### src/hw/eamt_pkg.sv
package eamt_pkg;
  // Addressing modes
  typedef enum logic [4:0] {
    EAMT_M_DREG, EAMT_M_AREG, EAMT_M_IND, EAMT_M_POSTINC, EAMT_M_PREDEC,
    EAMT_M_D16, EAMT_M_ABSW, EAMT_M_ABSL, EAMT_M_IMMB, EAMT_M_IMMW,
    EAMT_M_IMML, EAMT_M_D8X, EAMT_M_FSUP, EAMT_M_FD16, EAMT_M_FD32,
    EAMT_M_FIND, EAMT_M_FX, EAMT_M_FINDX, EAMT_M_FBD16, EAMT_M_FBD32,
    EAMT_M_FBD16X, EAMT_M_FBD32X, EAMT_M_FBD16XS, EAMT_M_FBD32XS
  } eamt_mode_t;

  // Move forms in scan order
  typedef enum logic [3:0] {
    EAMT_F_RR, EAMT_F_FEA_R, EAMT_F_R_IND, EAMT_F_R_PI, EAMT_F_R_PD,
    EAMT_F_R_CEA, EAMT_F_FEA_IND, EAMT_F_FEA_PI, EAMT_F_FEA_PD,
    EAMT_F_IMM_CEA, EAMT_F_GEN
  } eamt_form_t;

  typedef struct packed {
    logic signed [7:0] head;
    logic signed [7:0] tail;
    logic [7:0] cycles;
    logic [3:0] reads;
    logic [3:0] pref;
    logic [3:0] writes;
  } eamt_cost_t;

  typedef struct packed {
    eamt_mode_t src;
    eamt_mode_t dst;
    logic is_long;
    logic [3:0] extra_clk;
  } eamt_req_t;

  localparam logic [7:0] EAMT_BUS_CLK = 8'h02;
  localparam logic [7:0] EAMT_LONG_ADD = 8'h02;
  localparam logic [3:0] EAMT_ONE = 4'h1;
  localparam logic [3:0] EAMT_TWO = 4'h2;
  localparam int EAMT_BUS_WIDTH = 16;
endpackage

### src/hw/eamt_ea_cost.sv
`timescale 1ns/10ps
// Address-stage cost for one mode, registered
module eamt_ea_cost (
  input wire logic clk_sys, // Core clock
  input wire logic reset, // Sync reset
  input eamt_pkg::eamt_mode_t mode, // Addressing mode
  input wire logic calc_only, // Compute address, no read
  input wire logic is_long, // Long operand
  output eamt_pkg::eamt_cost_t cost // Cost, registered
);
  eamt_pkg::eamt_cost_t cost_r;
  eamt_pkg::eamt_cost_t cost_nxt;
  logic [3:0] nrd;
  logic [7:0] rdclk;
  logic [7:0] cut;

  // Fetch-variant base figures for word operands
  function automatic eamt_pkg::eamt_cost_t fetch_base(
    input eamt_pkg::eamt_mode_t m);
    eamt_pkg::eamt_cost_t c;
    c = '0;
    c.reads = eamt_pkg::EAMT_ONE;
    case (m)
      eamt_pkg::EAMT_M_DREG, eamt_pkg::EAMT_M_AREG: c.reads = '0;
      eamt_pkg::EAMT_M_IND, eamt_pkg::EAMT_M_POSTINC:
      begin
        c.head = 8'sh01; c.tail = 8'sh01; c.cycles = 8'h03;
      end
      eamt_pkg::EAMT_M_PREDEC:
      begin
        c.head = 8'sh02; c.tail = 8'sh02; c.cycles = 8'h04;
      end
      // Base register may be the program counter at no cost
      eamt_pkg::EAMT_M_D16, eamt_pkg::EAMT_M_ABSW:
      begin
        c.head = 8'sh01; c.tail = 8'sh03; c.cycles = 8'h05; c.pref = 4'h1;
      end
      eamt_pkg::EAMT_M_ABSL:
      begin
        c.head = 8'sh01; c.tail = 8'sh05; c.cycles = 8'h07; c.pref = 4'h2;
      end
      eamt_pkg::EAMT_M_IMMB, eamt_pkg::EAMT_M_IMMW:
      begin
        c.head = 8'sh01; c.tail = 8'sh01; c.cycles = 8'h03; c.pref = 4'h1;
        c.reads = '0;
      end
      eamt_pkg::EAMT_M_IMML:
      begin
        c.head = 8'sh01; c.tail = 8'sh03; c.cycles = 8'h05; c.pref = 4'h2;
        c.reads = '0;
      end
      // Index size and scale carry no input at all
      eamt_pkg::EAMT_M_D8X, eamt_pkg::EAMT_M_FX,
      eamt_pkg::EAMT_M_FINDX:
      begin
        c.head = 8'sh04; c.tail = 8'sh02; c.cycles = 8'h08; c.pref = 4'h1;
      end
      eamt_pkg::EAMT_M_FSUP:
      begin
        c.head = 8'sh02; c.tail = 8'sh02; c.cycles = 8'h06; c.pref = 4'h1;
      end
      eamt_pkg::EAMT_M_FD16, eamt_pkg::EAMT_M_FBD16:
      begin
        c.head = 8'sh01; c.tail = 8'sh03; c.cycles = 8'h07; c.pref = 4'h2;
      end
      eamt_pkg::EAMT_M_FD32, eamt_pkg::EAMT_M_FBD32:
      begin
        c.head = 8'sh01; c.tail = 8'sh05; c.cycles = 8'h09; c.pref = 4'h3;
      end
      eamt_pkg::EAMT_M_FIND:
      begin
        c.head = 8'sh01; c.tail = 8'sh01; c.cycles = 8'h05; c.pref = 4'h1;
      end
      eamt_pkg::EAMT_M_FBD16X, eamt_pkg::EAMT_M_FBD16XS:
      begin
        c.head = 8'sh02; c.tail = 8'sh02; c.cycles = 8'h08; c.pref = 4'h2;
      end
      eamt_pkg::EAMT_M_FBD32X, eamt_pkg::EAMT_M_FBD32XS:
      begin
        c.head = 8'sh01; c.tail = 8'sh03; c.cycles = 8'h09; c.pref = 4'h3;
      end
      default: c.reads = '0;
    endcase
    return c;
  endfunction

  always_comb
  begin
    cost_nxt = fetch_base(mode);
    // Long operand: two bus cycles and two more clocks
    nrd = (is_long && cost_nxt.reads != '0) ? eamt_pkg::EAMT_TWO
                                            : cost_nxt.reads;
    rdclk = 8'(nrd) * eamt_pkg::EAMT_BUS_CLK;
    if (nrd != cost_nxt.reads)
    begin
      cost_nxt.tail = cost_nxt.tail + 8'(eamt_pkg::EAMT_LONG_ADD);
      cost_nxt.cycles = cost_nxt.cycles + eamt_pkg::EAMT_LONG_ADD;
    end
    cost_nxt.reads = nrd;
    // Calculate variant: fetch minus the read time; a short tail holds
    // only part of the read, so only that part comes off
    cut = rdclk;
    if (cost_nxt.tail < $signed(rdclk))
      cut = 8'(cost_nxt.tail);
    if (calc_only && nrd != '0)
    begin
      cost_nxt.tail = cost_nxt.tail - $signed(cut);
      cost_nxt.cycles = cost_nxt.cycles - cut;
      cost_nxt.reads = '0;
    end
  end

  always_ff @(posedge clk_sys)
  begin
    if (reset)
      cost_r <= '0;
    else
      cost_r <= cost_nxt;
  end

  assign cost = cost_r;

  a_calc_no_read: assert property (@(posedge clk_sys) disable iff (reset)
    calc_only |=> cost.reads == '0)
    else $error("calc cost shows a read");
  a_calc_tail_pos: assert property (@(posedge clk_sys) disable iff (reset)
    calc_only |=> cost.tail >= 8'sh00)
    else $error("calc cost tail negative");
  a_long_two_rd: assert property (@(posedge clk_sys) disable iff (reset)
    (is_long && !calc_only && fetch_base(mode).reads != '0) |=>
      cost.reads == eamt_pkg::EAMT_TWO)
    else $error("long operand not two reads");
endmodule // eamt_ea_cost

### src/hw/eamt_slow_adj.sv
`timescale 1ns/10ps
// Slow-bus prefetch adjustment, registered
module eamt_slow_adj (
  input wire logic clk_sys, // Core clock
  input wire logic reset, // Sync reset
  input eamt_pkg::eamt_cost_t cin, // Cost at two-clock bus
  input wire logic [3:0] extra, // Extra clocks for prefetches
  output eamt_pkg::eamt_cost_t cout // Adjusted cost
);
  eamt_pkg::eamt_cost_t c_r;
  eamt_pkg::eamt_cost_t c_nxt;
  logic signed [7:0] spill;

  always_comb
  begin
    c_nxt = cin;
    spill = 8'sh00;
    // Head soaks extra clocks first, rest lands on tail and total
    // No prefetch in this stage, so a slow bus costs it nothing
    if (cin.pref == '0)
      c_nxt = cin;
    else if (cin.head >= $signed({4'h0, extra}))
      c_nxt.head = cin.head - $signed({4'h0, extra});
    else
    begin
      spill = $signed({4'h0, extra}) - (cin.head > 0 ? cin.head : 8'sh00);
      c_nxt.head = (cin.head > 0) ? 8'sh00 : cin.head;
      c_nxt.tail = cin.tail + spill;
      c_nxt.cycles = cin.cycles + 8'(spill);
    end
  end

  always_ff @(posedge clk_sys)
  begin
    if (reset)
      c_r <= '0;
    else
      c_r <= c_nxt;
  end

  assign cout = c_r;

  a_head_absorb: assert property (@(posedge clk_sys) disable iff (reset)
    (cin.head >= $signed({4'h0, extra})) |=>
      (cout.cycles == $past(cin.cycles)))
    else $error("absorbed clocks changed total");
  a_no_pref_pass: assert property (@(posedge clk_sys) disable iff (reset)
    (cin.pref == '0) |=> (cout == $past(cin)))
    else $error("stage without prefetch was adjusted");
endmodule // eamt_slow_adj

### src/hw/eamt_move_timing.sv
`timescale 1ns/10ps
// How it works
// - Computed address costs fetched cost minus read time, at most the tail, in tail and total.
// - All figures assume two-clock bus reads and writes.
// - Figures hold for the 16-bit external data path.
// - Read, prefetch and write counts lie inside the total.
// - Replacement fetches overlap the next operation by the tail.
// - Index size and scale never change timing.
// - Program counter as base costs the same as an address register.
// - Slow prefetch clocks come off head first, then onto tail and total.
// - Long operands take two bus cycles and add two clocks.
// - First matching move form in priority order wins.
// - Unlisted moves use the computed-source, fetched-destination form.
// - General form: source computed, destination fetched.
// - Immediate to computed address adds immediate fetch time.
module eamt_move_timing (
  input wire logic clk_sys, // Core clock, 20 MHz
  input wire logic reset, // Sync reset, active high
  input wire logic req_valid, // Lookup request
  input eamt_pkg::eamt_req_t req, // Source, destination, size
  output logic res_valid, // Result ready pulse
  output eamt_pkg::eamt_form_t res_form, // Selected move form
  output eamt_pkg::eamt_cost_t res_src, // Source address stage cost
  output eamt_pkg::eamt_cost_t res_op, // Move operation cost
  output eamt_pkg::eamt_cost_t res_total, // Combined instruction cost
  output logic signed [7:0] res_overlap // Overlap into next operation
);
  localparam logic [1:0] LAT = 2'h2;
  // Figures are for the 16-bit path and two-clock bus cycles
  localparam int PATH_OK = (eamt_pkg::EAMT_BUS_WIDTH == 16) ? 1 : 0;

  typedef enum logic [1:0] {ST_IDLE, ST_WAIT, ST_DONE} eamt_st_t;

  eamt_st_t st_r, st_nxt;
  logic [1:0] cnt_r, cnt_nxt;
  eamt_pkg::eamt_req_t req_r, req_nxt;
  eamt_pkg::eamt_form_t form_r, form_nxt;
  eamt_pkg::eamt_form_t form_c;
  logic src_calc;
  eamt_pkg::eamt_mode_t src_mode;
  eamt_pkg::eamt_mode_t dst_mode;
  eamt_pkg::eamt_cost_t src_raw, src_adj, imm_raw, imm_adj;
  eamt_pkg::eamt_cost_t op_c, tot_c;
  logic res_valid_r, res_valid_nxt;
  eamt_pkg::eamt_cost_t op_r, op_nxt, tot_r, tot_nxt, srcq_r, srcq_nxt;
  logic signed [7:0] ovl_r, ovl_nxt;

  function automatic logic is_reg(input eamt_pkg::eamt_mode_t m);
    return m == eamt_pkg::EAMT_M_DREG || m == eamt_pkg::EAMT_M_AREG;
  endfunction

  function automatic logic is_imm(input eamt_pkg::eamt_mode_t m);
    return m == eamt_pkg::EAMT_M_IMMB || m == eamt_pkg::EAMT_M_IMMW ||
           m == eamt_pkg::EAMT_M_IMML;
  endfunction

  // Priority scan, top entry first
  function automatic eamt_pkg::eamt_form_t pick(
    input eamt_pkg::eamt_mode_t s, input eamt_pkg::eamt_mode_t d);
    if (is_reg(s) && is_reg(d)) return eamt_pkg::EAMT_F_RR;
    if (is_reg(d)) return eamt_pkg::EAMT_F_FEA_R;
    if (is_reg(s) && d == eamt_pkg::EAMT_M_IND) return eamt_pkg::EAMT_F_R_IND;
    if (is_reg(s) && d == eamt_pkg::EAMT_M_POSTINC)
      return eamt_pkg::EAMT_F_R_PI;
    if (is_reg(s) && d == eamt_pkg::EAMT_M_PREDEC)
      return eamt_pkg::EAMT_F_R_PD;
    if (is_reg(s)) return eamt_pkg::EAMT_F_R_CEA;
    if (d == eamt_pkg::EAMT_M_IND) return eamt_pkg::EAMT_F_FEA_IND;
    if (d == eamt_pkg::EAMT_M_POSTINC) return eamt_pkg::EAMT_F_FEA_PI;
    if (d == eamt_pkg::EAMT_M_PREDEC) return eamt_pkg::EAMT_F_FEA_PD;
    if (is_imm(s)) return eamt_pkg::EAMT_F_IMM_CEA;
    return eamt_pkg::EAMT_F_GEN;
  endfunction

  // Operation figures, word size; X write count set below
  function automatic eamt_pkg::eamt_cost_t op_base(
    input eamt_pkg::eamt_form_t f);
    eamt_pkg::eamt_cost_t c;
    c = '0;
    c.pref = eamt_pkg::EAMT_ONE;
    c.writes = eamt_pkg::EAMT_ONE;
    case (f)
      eamt_pkg::EAMT_F_RR, eamt_pkg::EAMT_F_FEA_R:
      begin
        c.cycles = 8'h02; c.writes = '0;
      end
      eamt_pkg::EAMT_F_R_IND:
      begin
        c.tail = 8'sh02; c.cycles = 8'h04;
      end
      eamt_pkg::EAMT_F_R_PI:
      begin
        c.head = 8'sh01; c.tail = 8'sh01; c.cycles = 8'h05;
      end
      eamt_pkg::EAMT_F_R_PD:
      begin
        c.head = 8'sh02; c.tail = 8'sh02; c.cycles = 8'h06;
      end
      eamt_pkg::EAMT_F_R_CEA:
      begin
        c.head = 8'sh01; c.tail = 8'sh03; c.cycles = 8'h05;
      end
      default:
      begin
        c.head = 8'sh02; c.tail = 8'sh02; c.cycles = 8'h06;
      end
    endcase
    return c;
  endfunction

  assign form_c = pick(req.src, req.dst);
  // General form: source is a computed address, no read
  assign src_calc = (form_r == eamt_pkg::EAMT_F_GEN);
  assign src_mode = (form_r == eamt_pkg::EAMT_F_RR ||
                     form_r == eamt_pkg::EAMT_F_R_IND ||
                     form_r == eamt_pkg::EAMT_F_R_PI ||
                     form_r == eamt_pkg::EAMT_F_R_PD ||
                     form_r == eamt_pkg::EAMT_F_R_CEA) ?
                    eamt_pkg::EAMT_M_DREG : req_r.src;

  // Only the immediate and general forms spend time on the destination
  always_comb
  begin
    if (form_r == eamt_pkg::EAMT_F_GEN ||
        form_r == eamt_pkg::EAMT_F_IMM_CEA)
      dst_mode = req_r.dst;
    else
      dst_mode = eamt_pkg::EAMT_M_DREG;
  end

  // Source side: fetched for most forms, computed for the general one
  eamt_ea_cost u_src (
    .clk_sys(clk_sys),
    .reset(reset),
    .mode(src_mode),
    .calc_only(src_calc),
    .is_long(req_r.is_long),
    .cost(src_raw)
  );

  // Destination cost: computed for the immediate form, fetched for the general one
  eamt_ea_cost u_dst (
    .clk_sys(clk_sys),
    .reset(reset),
    .mode(dst_mode),
    .calc_only(form_r == eamt_pkg::EAMT_F_IMM_CEA),
    .is_long(req_r.is_long),
    .cost(imm_raw)
  );

  eamt_slow_adj u_adj_s (
    .clk_sys(clk_sys),
    .reset(reset),
    .cin(src_raw),
    .extra(req_r.extra_clk),
    .cout(src_adj)
  );

  eamt_slow_adj u_adj_d (
    .clk_sys(clk_sys),
    .reset(reset),
    .cin(imm_raw),
    .extra(req_r.extra_clk),
    .cout(imm_adj)
  );

  always_comb
  begin
    op_c = op_base(form_r);
    if (req_r.is_long && op_c.writes != '0)
    begin
      op_c.writes = eamt_pkg::EAMT_TWO;
      op_c.tail = op_c.tail + 8'(eamt_pkg::EAMT_LONG_ADD);
      op_c.cycles = op_c.cycles + eamt_pkg::EAMT_LONG_ADD;
    end
    // Totals add stage totals; counts are already inside them
    tot_c.head = src_adj.head;
    tot_c.tail = op_c.tail;
    tot_c.cycles = src_adj.cycles + imm_adj.cycles + op_c.cycles;
    tot_c.reads = src_adj.reads + imm_adj.reads + op_c.reads;
    tot_c.pref = src_adj.pref + imm_adj.pref + op_c.pref;
    tot_c.writes = op_c.writes;
  end

  always_comb
  begin
    st_nxt = st_r;
    cnt_nxt = cnt_r;
    req_nxt = req_r;
    form_nxt = form_r;
    res_valid_nxt = 1'b0;
    op_nxt = op_r;
    tot_nxt = tot_r;
    srcq_nxt = srcq_r;
    ovl_nxt = ovl_r;
    case (st_r)
      ST_IDLE:
        if (req_valid)
        begin
          req_nxt = req;
          form_nxt = form_c;
          cnt_nxt = '0;
          st_nxt = ST_WAIT;
        end
      ST_WAIT:
      begin
        cnt_nxt = cnt_r + 2'h1;
        if (cnt_r == LAT)
        begin
          op_nxt = op_c;
          tot_nxt = tot_c;
          srcq_nxt = src_adj;
          // Fetches of the address stage run into the next head
          ovl_nxt = src_adj.tail;
          res_valid_nxt = (PATH_OK != 0);
          st_nxt = ST_DONE;
        end
      end
      ST_DONE: st_nxt = ST_IDLE;
      default: st_nxt = ST_IDLE;
    endcase
  end

  always_ff @(posedge clk_sys)
  begin
    if (reset)
    begin
      st_r <= ST_IDLE;
      cnt_r <= '0;
      req_r <= '0;
      form_r <= eamt_pkg::EAMT_F_RR;
      res_valid_r <= 1'b0;
      op_r <= '0;
      tot_r <= '0;
      srcq_r <= '0;
      ovl_r <= '0;
    end
    else
    begin
      st_r <= st_nxt;
      cnt_r <= cnt_nxt;
      req_r <= req_nxt;
      form_r <= form_nxt;
      res_valid_r <= res_valid_nxt;
      op_r <= op_nxt;
      tot_r <= tot_nxt;
      srcq_r <= srcq_nxt;
      ovl_r <= ovl_nxt;
    end
  end

  assign res_valid = res_valid_r;
  assign res_form = form_r;
  assign res_src = srcq_r;
  assign res_op = op_r;
  assign res_total = tot_r;
  assign res_overlap = ovl_r;

  a_counts_inside: assert property (@(posedge clk_sys) disable iff (reset)
    res_valid |-> (res_total.cycles >= 8'((res_total.reads +
      res_total.pref) * 2)))
    else $error("bus counts exceed total");
  a_overlap_tail: assert property (@(posedge clk_sys) disable iff (reset)
    res_valid |-> res_overlap == res_src.tail)
    else $error("overlap differs from tail");
  a_gen_no_src_rd: assert property (@(posedge clk_sys) disable iff (reset)
    (res_valid && res_form == eamt_pkg::EAMT_F_GEN) |->
      res_src.reads == '0)
    else $error("general form source read");
  a_req_to_res: assert property (@(posedge clk_sys) disable iff (reset)
    (req_valid && st_r == ST_IDLE) |-> ##4 res_valid)
    else $error("result not in four cycles");
  a_rr_form: assert property (@(posedge clk_sys) disable iff (reset)
    (req_valid && st_r == ST_IDLE && is_reg(req.src) && is_reg(req.dst))
      |=> form_r == eamt_pkg::EAMT_F_RR)
    else $error("register move not first form");
  a_move_long_w: assert property (@(posedge clk_sys) disable iff (reset)
    (res_valid && req_r.is_long && res_op.writes != '0) |->
      res_op.writes == eamt_pkg::EAMT_TWO)
    else $error("long move writes not two");
  a_total_head: assert property (@(posedge clk_sys) disable iff (reset)
    res_valid |-> res_total.head == res_src.head)
    else $error("total head differs from source head");
  a_total_tail: assert property (@(posedge clk_sys) disable iff (reset)
    res_valid |-> res_total.tail == res_op.tail)
    else $error("total tail differs from move tail");
  // A busy block must not pick up a second request
  a_busy_ignore: assert property (@(posedge clk_sys) disable iff (reset)
    (req_valid && st_r != ST_IDLE) |=> $stable(req_r))
    else $error("request taken while busy");
  a_rr_no_ea: assert property (@(posedge clk_sys) disable iff (reset)
    (res_valid && res_form == eamt_pkg::EAMT_F_RR) |->
      res_total.cycles == res_op.cycles)
    else $error("register move charged address time");
endmodule // eamt_move_timing

### config.mk
export PLATFORM = sky130hd
export DESIGN_NAME = eamt_move_timing
export DESIGN_NICKNAME = d
export VERILOG_FILES = /design/src/hw/eamt_pkg.sv /design/src/hw/eamt_ea_cost.sv /design/src/hw/eamt_slow_adj.sv /design/src/hw/eamt_move_timing.sv
export SDC_FILE = /design/constraint.sdc
export NUM_CORES = 1
export LEC_CHECK = 0
export BUFFER_PORTS_ARGS = -buffer_cell sky130_fd_sc_hd__buf_2
export CAP_MARGIN = 10
export CORE_AREA = 2 2 191 193
export DETAILED_ROUTE_END_ITERATION = 8
export DIE_AREA = 0 0 193 195
export PLACE_DENSITY = 0.6
export SLEW_MARGIN = 0
export SYNTH_ARGS = -nofsm -noshare
export SYNTH_HDL_FRONTEND = slang
export SYNTH_HIERARCHICAL = 1
export SYNTH_SLANG_ARGS = --single-unit
### constraint.sdc
create_clock -name clk_sys -period 4.9 [get_ports clk_sys]
set_input_delay 0 -clock clk_sys [delete_from_list [all_inputs] [get_ports clk_sys]]
set_output_delay 0 -clock clk_sys [all_outputs]
set_load 0.1 [all_outputs]
=== After elaboration in Yosys (flattened, before gate mapping) ===
Cells that the tools add are included.

* Add/sub/neg operators: 22
* $lt $le $gt $ge: 6
* Equality and inequality tests: 65
* Mux-type cells: 120
* Bitwise logic cells: 1
* Reduce and logical (&&, ||, !) cells: 62

{| class="wikitable"
|+ Operators by type and width
! operator !! number
|-
| 19-bit case mux with 11 select lines || 2
|-
| 4-bit 2-to-1 mux || 30
|-
| 5-bit by 4-bit equality test with 1-bit output (second input constant) || 19
|-
| 5-bit equality test (second input constant) || 16
|-
| 16-bit 2-to-1 mux || 4
|-
| 1-bit 2-to-1 mux || 59
|-
| 8-bit by 2-bit adder with 8-bit output (second input constant) || 6
|-
| 5-bit by 3-bit equality test with 1-bit output (second input constant) || 9
|-
| 8-bit adder || 5
|-
| 20-bit 2-to-1 mux || 2
|-
| 8-bit 2-to-1 mux || 5
|-
| 19-bit OR reduction || 2
|-
| 8-bit subtractor || 4
|-
| 5-bit by 2-bit equality test with 1-bit output (second input constant) || 6
|-
| 2-bit OR reduction || 13
|-
| 24-bit 2-to-1 mux || 1
|-
| 4-bit nonzero test || 5
|-
| 2-bit case mux with 3 select lines || 3
|-
| 9-bit OR reduction || 2
|-
| 8-bit by 6-bit < comparator with 1-bit output || 2
|-
| 4-bit OR reduction || 4
|-
| 5-bit by 8-bit subtractor with 8-bit output || 2
|-
| 3-bit OR reduction || 5
|-
| 4-bit zero test || 3
|-
| 28 further kinds || 67
|}

* Bits in registers: 203
* Input port bits: 18
* Output and inout bits: 121
* Logic and storage cells: 316

=== Depth between registers and ports, before layout ===
Gate-level depths: netlist of the first run.

* Word-level depth: 59
* Mapped depth: 26
* Gate-level depth less buffers: 22

=== Modules after synthesis ===
Netlist of the first run, hierarchy kept.

{| class="wikitable"
|+ Modules (own cells, without submodules)
! module !! times used !! cells an instance !! area each (um^2) !! seq. area each (um^2)
|-
| eamt_move_timing || 1 || 532 || 4355.4 || 1721.7
|-
| eamt_ea_cost || 2 || 217 || 1741.7 || 420.4
|-
| eamt_slow_adj (u_adj_s) || 1 || 239 || 2247.2 || 720.7
|-
| eamt_slow_adj (u_adj_d) || 1 || 234 || 2245.9 || 720.7
|}

=== Worst setup path after synthesis of the first run ===
Ideal clock, no wire load.

* Path type: register -> register
* Start point: register form_r[1], in the netlist res_form[1]
* End point: register u_src.cost_r (netlist bit u_src/cost[14])
* Setup time: 0.123 ns
* Arrival: 6.075 ns
* Required time: 4.777 ns
* Path slack: -1.299 ns
* Stages on the path, launching flop included: 25
* Path buffers: 4
* Period minus slack after synthesis: 6.199 ns
* Path through: dfxtp_1 > buf_2 > nand2b_4 > nor2_1 > a211oi_2 > nor2b_1 > buf_2 > o211a_1 > or2_1 > buf_6 > ha_1 > mux2i_2 > inv_2 > ha_1 > clkbuf_1 > nor4b_1 > o21ai_0 > or3_1 > o211a_1 > xor2_1 > ha_1 > or4_1 > o2111ai_1 > mux2i_1 > mux2_1

* Longest elaborated chain between the ends: 18
* Elaborated cells between the ends (all ways): 56
* Those cells by class: add/sub: 3; order compare: 1; eq/ne: 28; mux: 7; reduce/logical: 17

{| class="wikitable"
|+ Ends and longest elaborated chain
! item !! RTL line !! text
|-
| start: declaration || eamt_move_timing.sv:37 || <nowiki>eamt_pkg::eamt_form_t form_r, form_nxt;</nowiki>
|-
| start signal: assignment || eamt_move_timing.sv:231 || <nowiki>form_r <= eamt_pkg::EAMT_F_RR;</nowiki>
|-
| start signal: assignment || eamt_move_timing.sv:243 || <nowiki>form_r <= form_nxt;</nowiki>
|-
| 4-bit by 2-bit equality test with 1-bit output / 4-bit zero test (equally long branches) || eamt_move_timing.sv:115, eamt_move_timing.sv:114 ||
|-
| 1-bit logical OR || eamt_move_timing.sv:114 || <nowiki>assign src_mode = (form_r == eamt_pkg::EAMT_F_RR ||</nowiki>
|-
| 1-bit logical OR || eamt_move_timing.sv:115 || <nowiki>form_r == eamt_pkg::EAMT_F_R_IND ||</nowiki>
|-
| 1-bit logical OR || eamt_move_timing.sv:116 || <nowiki>form_r == eamt_pkg::EAMT_F_R_PI ||</nowiki>
|-
| 1-bit logical OR (*) || eamt_move_timing.sv:117 || <nowiki>form_r == eamt_pkg::EAMT_F_R_PD ||</nowiki>
|-
| 5-bit 2-to-1 mux (*) || eamt_move_timing.sv:118 || <nowiki>form_r == eamt_pkg::EAMT_F_R_CEA) ?</nowiki>
|-
| net src_mode[2] || eamt_move_timing.sv:40 || <nowiki>eamt_pkg::eamt_mode_t src_mode;</nowiki>
|-
| parallel branches: the longest is 11 deep, another holds 8-bit by 2-bit adder with 8-bit output || -- ||
|-
| 20-bit 2-to-1 mux (*) || eamt_ea_cost.sv:105 || <nowiki>if (calc_only && nrd != '0)</nowiki>
|-
| end signal: assignment || eamt_ea_cost.sv:118 || <nowiki>cost_r <= cost_nxt;</nowiki>
|-
| end: declaration || eamt_ea_cost.sv:11 || <nowiki>eamt_pkg::eamt_cost_t cost_r;</nowiki>
|}

Mark *: on every way through the listed nets, which the timed path passes.
A chain may end at the register's enable or synchronous reset.

=== Final worst setup path of the first run ===
* Start point: register form_r[0], in the netlist res_form[0]
* End point: register u_dst.cost_r (netlist bit u_dst/cost[14])

* Longest elaborated chain between the ends: 15
* Elaborated cells between the ends (all ways): 49
* Those cells by class: add/sub: 3; order compare: 1; eq/ne: 25; mux: 7; reduce/logical: 13

{| class="wikitable"
|+ Ends and longest elaborated chain
! item !! RTL line !! text
|-
| 4-bit equality test (*) || -- ||
|-
| net src_calc || eamt_move_timing.sv:39 || <nowiki>logic src_calc;</nowiki>
|-
| 1-bit logical OR (*) || eamt_move_timing.sv:124 || <nowiki>if (form_r == eamt_pkg::EAMT_F_GEN ||</nowiki>
|-
| 5-bit 2-to-1 mux (*) || eamt_move_timing.sv:124 ||
|-
| net dst_mode[1] || eamt_move_timing.sv:41 || <nowiki>eamt_pkg::eamt_mode_t dst_mode;</nowiki>
|-
| parallel branches: the longest is 11 deep, another holds 8-bit by 2-bit adder with 8-bit output || -- ||
|-
| 20-bit 2-to-1 mux (*) || eamt_ea_cost.sv:105 ||
|-
| end signal: assignment || eamt_ea_cost.sv:118 ||
|-
| end: declaration || eamt_ea_cost.sv:11 ||
|}

Marked as above.

==> results of run 1 <==
per-layer routing:
layer	track usage [%]	routed length, µm	vias to the layer above	part of all wire, %
met2	21.7	12100	198	45
met3	2.41	1190	36	4.4
li1	-	-	4572	-
met1	19.7	13100	4102	49
met5	0	0	-	0
met4	4.60	557	0	2.1
area by class of cell:
class / instances / share of cell area, %
clock inverter: 12 / 1.10
multi-input combinational: 966 / 52.1
tap: 461 / 4.52
inverter: 54 / 1.59
timing repair buffer: 192 / 9.56
clock buffer: 20 / 3.67
sequential: 174 / 27.4
registers in the layout, summed over array words and instances, names as in the netlist, 2 cells and up:
register      cells
cnt_r             2
req_r            15
res_form          4
res_op            6
res_overlap       8
res_src          28
res_total        20
st_r              2
u_adj_d/cout     16
u_adj_s/cout     36
u_dst/cost       15
u_src/cost       21
layout by cell type (no fill, tap or decap), types with 19 or more instances in the layout:
| master | count |
|---|---|
| o21ai_0 | 22 |
| mux2i_1 | 23 |
| inv_1 | 50 |
| xnor2_1 | 28 |
| nand2_1 | 167 |
| a21oi_1 | 121 |
| nor2_1 | 89 |
| a211oi_1 | 20 |
| ha_1 | 60 |
| buf_2 | 106 |
| a21o_1 | 20 |
| buf_4 | 69 |
| nor2b_1 | 34 |
| conb_1 | 58 |
| nand3_1 | 19 |
| dfxtp_1 | 170 |
| nor3_1 | 22 |
metrics by stage:
step	power (mW)	setup WS [ns]
4_1_cts	3.61	0.00142
6_report	3.59	0.125
3_3_place_gp	2.19	-0.0484
2_1_floorplan	2.11	0.271
5_1_grt	3.76	-0.0950
3_5_place_dp	2.20	-0.126
report_power, final:
group / switching (mW) / total, mW / internal, mW
combinational: 0.469 / 0.711 / 0.242
clock: 0.621 / 1.39 / 0.766
sequential: 0.0375 / 1.49 / 1.46
total: 1.13 / 3.59 / 2.46
timing repair:
item | CTS | global route
setup endpoints to repair | 2 | 4
hold buffers | 16 | 0
pin swaps | 1 | 9
gates resized for setup | 7 | 21
setup buffers | 5 | 12
endpoints found under the hold margin | 18 | 0
worst max-delay path by stage:
stage	start	endpoint	cells after the start
2_1_floorplan	res_form[1]$_SDFFE_PP0P_	u_src/cost[14]$_SDFF_PP0_	20
3_3_place_gp	res_form[1]$_SDFFE_PP0P_	u_src/cost[14]$_SDFF_PP0_	22
4_1_cts	res_form[1]$_SDFFE_PP0P_	u_dst/cost[14]$_SDFF_PP0_	22
5_1_grt	res_form[2]$_SDFFE_PP0P_	u_dst/cost[14]$_SDFF_PP0_	22
3_5_place_dp	res_form[1]$_SDFFE_PP0P_	u_src/cost[14]$_SDFF_PP0_	22
6_report	res_form[0]$_SDFFE_PP0P_	u_dst/cost[14]$_SDFF_PP0_	22
==> impl_metrics.json, run 1 <==
{
  "clk_pin_slew_worst_paths_ns": 0.08,
  "final_core_util_pct": 36.0,
  "cts_tree": "built",
  "finalHoldViolCount": 0,
  "crit_family": "simple AND/OR/NAND/NOR gates",
  "area_delta_synth_final_pct": 16.2,
  "holdPathStages": 2,
  "slowest_delay_ns": 0.54,
  "drive_gt1_share_pct": 21.2,
  "grt_pass1_vias": 8086,
  "min_period_ns": 4.78,
  "cts_buffers": 17,
  "vias": 8908,
  "n_antenna_cell": 0,
  "ios": 139,
  "p_leak_nw": 5.41,
  "avgSynthCellArea_um2": 8.48,
  "crit_buf_inv": 2,
  "cts_root_buf": "clkbuf_16",
  "status": "complete, no violations",
  "path_cells": "nand2b_1 > nor2_2 > nor2_4 > nor2b_1 > buf_4 > a21boi_1 > o211a_1 > or2_1 > ha_1 > mux2i_2 > inv_2 > ha_4 > nor4b_2 > o21ai_1 > or3_4 > o211a_1 > xor2_1 > ha_2 > or4_1 > o2111ai_2 > mux2i_1 > mux2_1",
  "arrival_ns": 5.09,
  "period_share_pct": 97.5,
  "dpl.cell_count": 1814,
  "place_hpwl_um": 20300,
  "via_per_inst": 4.74,
  "antenna_found_initial": 0,
  "ir_drop_mv": 0.236,
  "cts_sinks": 174,
  "wl_per_cell_um": 14.3,
  "hp-class": "in2reg",
  "place_congestion": 0.867,
  "totalNegativeSetupSlack_ns": 0,
  "final_cells": 1879,
  "crit_fanout": 6,
  "grt-ovfl-total": 0,
  "first_pass_iters": 5,
  "multi_input_area_um2": 6650,
  "drtIter0Drc": 483,
  "initial_core_util_pct": 31.0,
  "path_class": "reg2reg",
  "worstHoldStart": "reset",
  "die_area_um2": 37600,
  "ys_warn_count": 6,
  "clk_latency_ns": 0.45,
  "r2r_slack_ns": 0.12,
  "cts.path.max_buffers": 2,
  "syn-cell-area_um2": 11000,
  "rsz0062_at_grt": "true",
  "maxCapViolCount": 0,
  "grtUsageTotal_pct": 14.0,
  "final_max_slew_viol_count": 0,
  "layout.nets": 1502,
  "fmax_ghz": 0.209,
  "r2r_start": "res_form[0]$_SDFFE_PP0P_",
  "synthCells": 1296,
  "r2r_end": "u_dst/cost[14]$_SDFF_PP0_",
  "startpoint_type": "flip-flop",
  "htreeDepth": 4,
  "final-seq-area_um2": 3500,
  "drc": 0,
  "relSlewSlack_pct": 52.4,
  "fillCellCount": 3658,
  "grt_max_degree": 66,
  "wl_um": 26900,
  "reg2reg_depth": 22,
  "setup_viol": 0,
  "dpl_cell_area_um2": 11700,
  "end_kind": "flip-flop",
  "die_y_um": 195,
  "whs_endpoint": "u_adj_s/cout[12]$_SDFF_PP0_",
  "die_w_um": 193,
  "fin_worst_skew_ns": 0.0158,
  "grt_pass1_wl_um": 42300,
  "path_common_cell": "o211a_1",
  "worstMarginPinSlew_ns": 0.715,
  "crit_required_ns": 5.22,
  "fp.coreArea_um2": 35400,
  "final_area_um2": 12800,
  "io_buffers": 107,
  "rows": 69,
  "detail-route-antenna-nets": 0,
  "power.density_nw_per_um2": 281,
  "fin_hold_ws_ns": 0.0733,
  "cp_slowest_cell": "or4_1"
}
(Power assumes the default switching activity.)
==> run 2, diff against run 1 <==
--- a/config.mk
+++ b/config.mk
@@ -10,7 +10,7 @@
 export CORE_AREA = 2 2 191 193
 export DETAILED_ROUTE_END_ITERATION = 8
 export DIE_AREA = 0 0 193 195
-export PLACE_DENSITY = 0.6
+export PLACE_DENSITY = 0.58
 export SLEW_MARGIN = 0
 export SYNTH_ARGS = -nofsm -noshare
 export SYNTH_HDL_FRONTEND = slang
==> constraint.sdc (replaced) <==
create_clock -name clk_sys -period 5.4 [get_ports clk_sys]
set_input_delay 0 -clock clk_sys [delete_from_list [all_inputs] [get_ports clk_sys]]
set_output_delay 0 -clock clk_sys [all_outputs]
set_load 0.1 [all_outputs]
==> run 2 against run 1 <==
Against the previous run:
- core utilization is 0.99 points lower
- register-to-register slack better by 0.16 ns
- fmax is 6.7% lower
- largest cell class unchanged
- highest routed layer unchanged
==> impl_metrics.json, run 2 (synthesis results as in run 1) <==
{
  "grtUsageTotal_pct": 14.2,
  "startpoint": "res_form[1]$_SDFFE_PP0P_",
  "final_area_um2": 12400,
  "drc": 0,
  "place_hpwl_um": 20000,
  "detail-route-antenna-nets": 0,
  "reg2reg_depth": 22,
  "die_w_um": 193,
  "cts_sinks": 174,
  "die_area_um2": 37600,
  "power_switching_mw": 0.999,
  "startpoint_type": "flip-flop",
  "p_comb_share_pct": 19.7,
  "min_period_ns": 5.12,
  "crit_fanout": 9,
  "n_antenna_cell": 0,
  "r2r_slack_ns": 0.28,
  "arrival_ns": 5.44,
  "switching_share_pct": 31.2,
  "final_max_slew_viol_count": 0,
  "crit_family": "simple AND/OR/NAND/NOR gates",
  "fin_worst_skew_ns": 0.0168,
  "cts_root_buf": "clkbuf_16",
  "setup_viol": 0,
  "dpl_cell_area_um2": 11600,
  "die_y_um": 195,
  "end_kind": "flip-flop",
  "intPower_mw": 2.20,
  "p_seq_share_pct": 42.3,
  "worstHoldStart": "reset",
  "whs_endpoint": "u_adj_s/cout[12]$_SDFF_PP0_",
  "cts.path.max_buffers": 2,
  "htreeDepth": 4,
  "ir_drop_mv": 0.251,
  "p_clk_share_pct": 38.0,
  "crit_buf_inv": 2,
  "layout.nets": 1468,
  "fmax_ghz": 0.195,
  "area_delta_synth_final_pct": 13.0,
  "ios": 139,
  "relSlewSlack_pct": 46.3,
  "cp_slowest_cell": "or4_1",
  "cts_tree": "built",
  "io_buffers": 107,
  "maxCapViolCount": 0,
  "grt_pass1_wl_um": 42700,
  "path_class": "reg2reg",
  "path_cells": "nand2b_4 > nor2_1 > a211oi_2 > buf_4 > nor2b_2 > a21boi_1 > o211a_1 > or2_1 > ha_1 > mux2i_4 > inv_2 > ha_2 > nor4b_2 > o21ai_0 > or3_1 > o211a_1 > xor2_1 > ha_2 > or4_1 > o2111ai_1 > mux2i_1 > mux2_1",
  "status": "complete, no violations",
  "slowest_delay_ns": 0.52,
  "crit_required_ns": 5.72,
  "layout_common_cells": "dfxtp_1 (170), nand2_1 (167), a21oi_1 (121)",
  "rsz0062_at_grt": "true",
  "power.density_nw_per_um2": 258,
  "period_share_pct": 94.8,
  "finalHoldViolCount": 0,
  "via_per_inst": 4.76,
  "holdPathStages": 2,
  "antenna_found_initial": 0,
  "place_congestion": 0.843,
  "r2r_start": "res_form[1]$_SDFFE_PP0P_",
  "grt_max_degree": 73,
  "drtIter0Drc": 504,
  "vias": 8770,
  "first_pass_iters": 5,
  "largest_reg_flops": 36,
  "final_common_cell": "dfxtp_1",
  "cts_buffers": 17,
  "rows": 69,
  "final_cells": 1844,
  "grt_pass1_vias": 8221,
  "initial_core_util_pct": 31.0,
  "worstMarginPinSlew_ns": 0.806,
  "r2r_end": "u_src/cost[14]$_SDFF_PP0_",
  "drive_gt1_share_pct": 18.6,
  "fillCellCount": 3665,
  "wl_um": 26500,
  "wl_per_cell_um": 14.3,
  "hp-class": "in2reg",
  "clk_latency_ns": 0.44,
  "clk_pin_slew_worst_paths_ns": 0.07,
  "fp.coreArea_um2": 35400,
  "grt-ovfl-total": 0,
  "p_leak_nw": 5.22,
  "fin_hold_ws_ns": 0.0600,
  "dpl.cell_count": 1796
}
## run 2: repair_timing
action / 4_1_cts / 5_1_grt
resized for setup: 0 / 24
hold buffers: 16 / 0
hold endpoints to repair: 18 / 0
setup buffers: 0 / 1
setup endpoints to repair: 0 / 4
## run 2: per-stage QoR
stage	TNS (ns)	setup WS [ns]	total power [mW]	utilization, %
after floorplan	-0.0216	-0.0216	1.92	-
after global placement	0	0.221	1.98	32.7
after detailed placement	0	0.0600	1.99	32.7
after CTS	0	0.0112	3.23	34.8
after global routing	-0.0429	-0.0258	3.36	35.1
final	0	0.282	3.20	35.1
## run 2: power by group through the flow
| stage | clock [mW] | sequential, mW | combinational, mW |
|---|---|---|---|
| 5_1_grt | 1.31 | 1.36 | 0.695 |
| 4_1_cts | 1.26 | 1.35 | 0.620 |
| 3_3_place_gp | 0 | 1.38 | 0.601 |
| 2_1_floorplan | 0 | 1.40 | 0.515 |
| 6_report | 1.22 | 1.35 | 0.630 |
| 3_5_place_dp | 0 | 1.38 | 0.607 |
## run 2: final cells by class
class | count | area [µm²] | share of cell area (%)
repair buffers | 158 | 977 | 7.87
well taps | 461 | 577 | 4.65
clock inverters | 11 | 123 | 0.988
multi-input cells | 966 | 6580 | 53.0
clock buffers | 20 | 457 | 3.68
flip-flops and latches | 174 | 3500 | 28.2
inverters | 54 | 203 | 1.63
## run 2: worst max path at each step
stage / end / slack [ns] / cells past startpoint
floorplan: u_src/cost[14]$_SDFF_PP0_ / -0.02 / 24
global placement: u_dst/cost[14]$_SDFF_PP0_ / 0.22 / 21
detailed placement: u_dst/cost[14]$_SDFF_PP0_ / 0.06 / 21
CTS: u_dst/cost[14]$_SDFF_PP0_ / 0.01 / 21
global route: u_dst/cost[14]$_SDFF_PP0_ / -0.03 / 21
finish: u_src/cost[14]$_SDFF_PP0_ / 0.28 / 22
## run 2: per-layer routing
metal  vias up  global-route usage (%)  part of all wire (%)
li1       4503                       -                     -
met1      4060                    19.9                    50
met2       186                    22.2                    45
met3        21                    2.68                   4.4
met4         0                    3.87                   1.4
met5         -                       0                     0
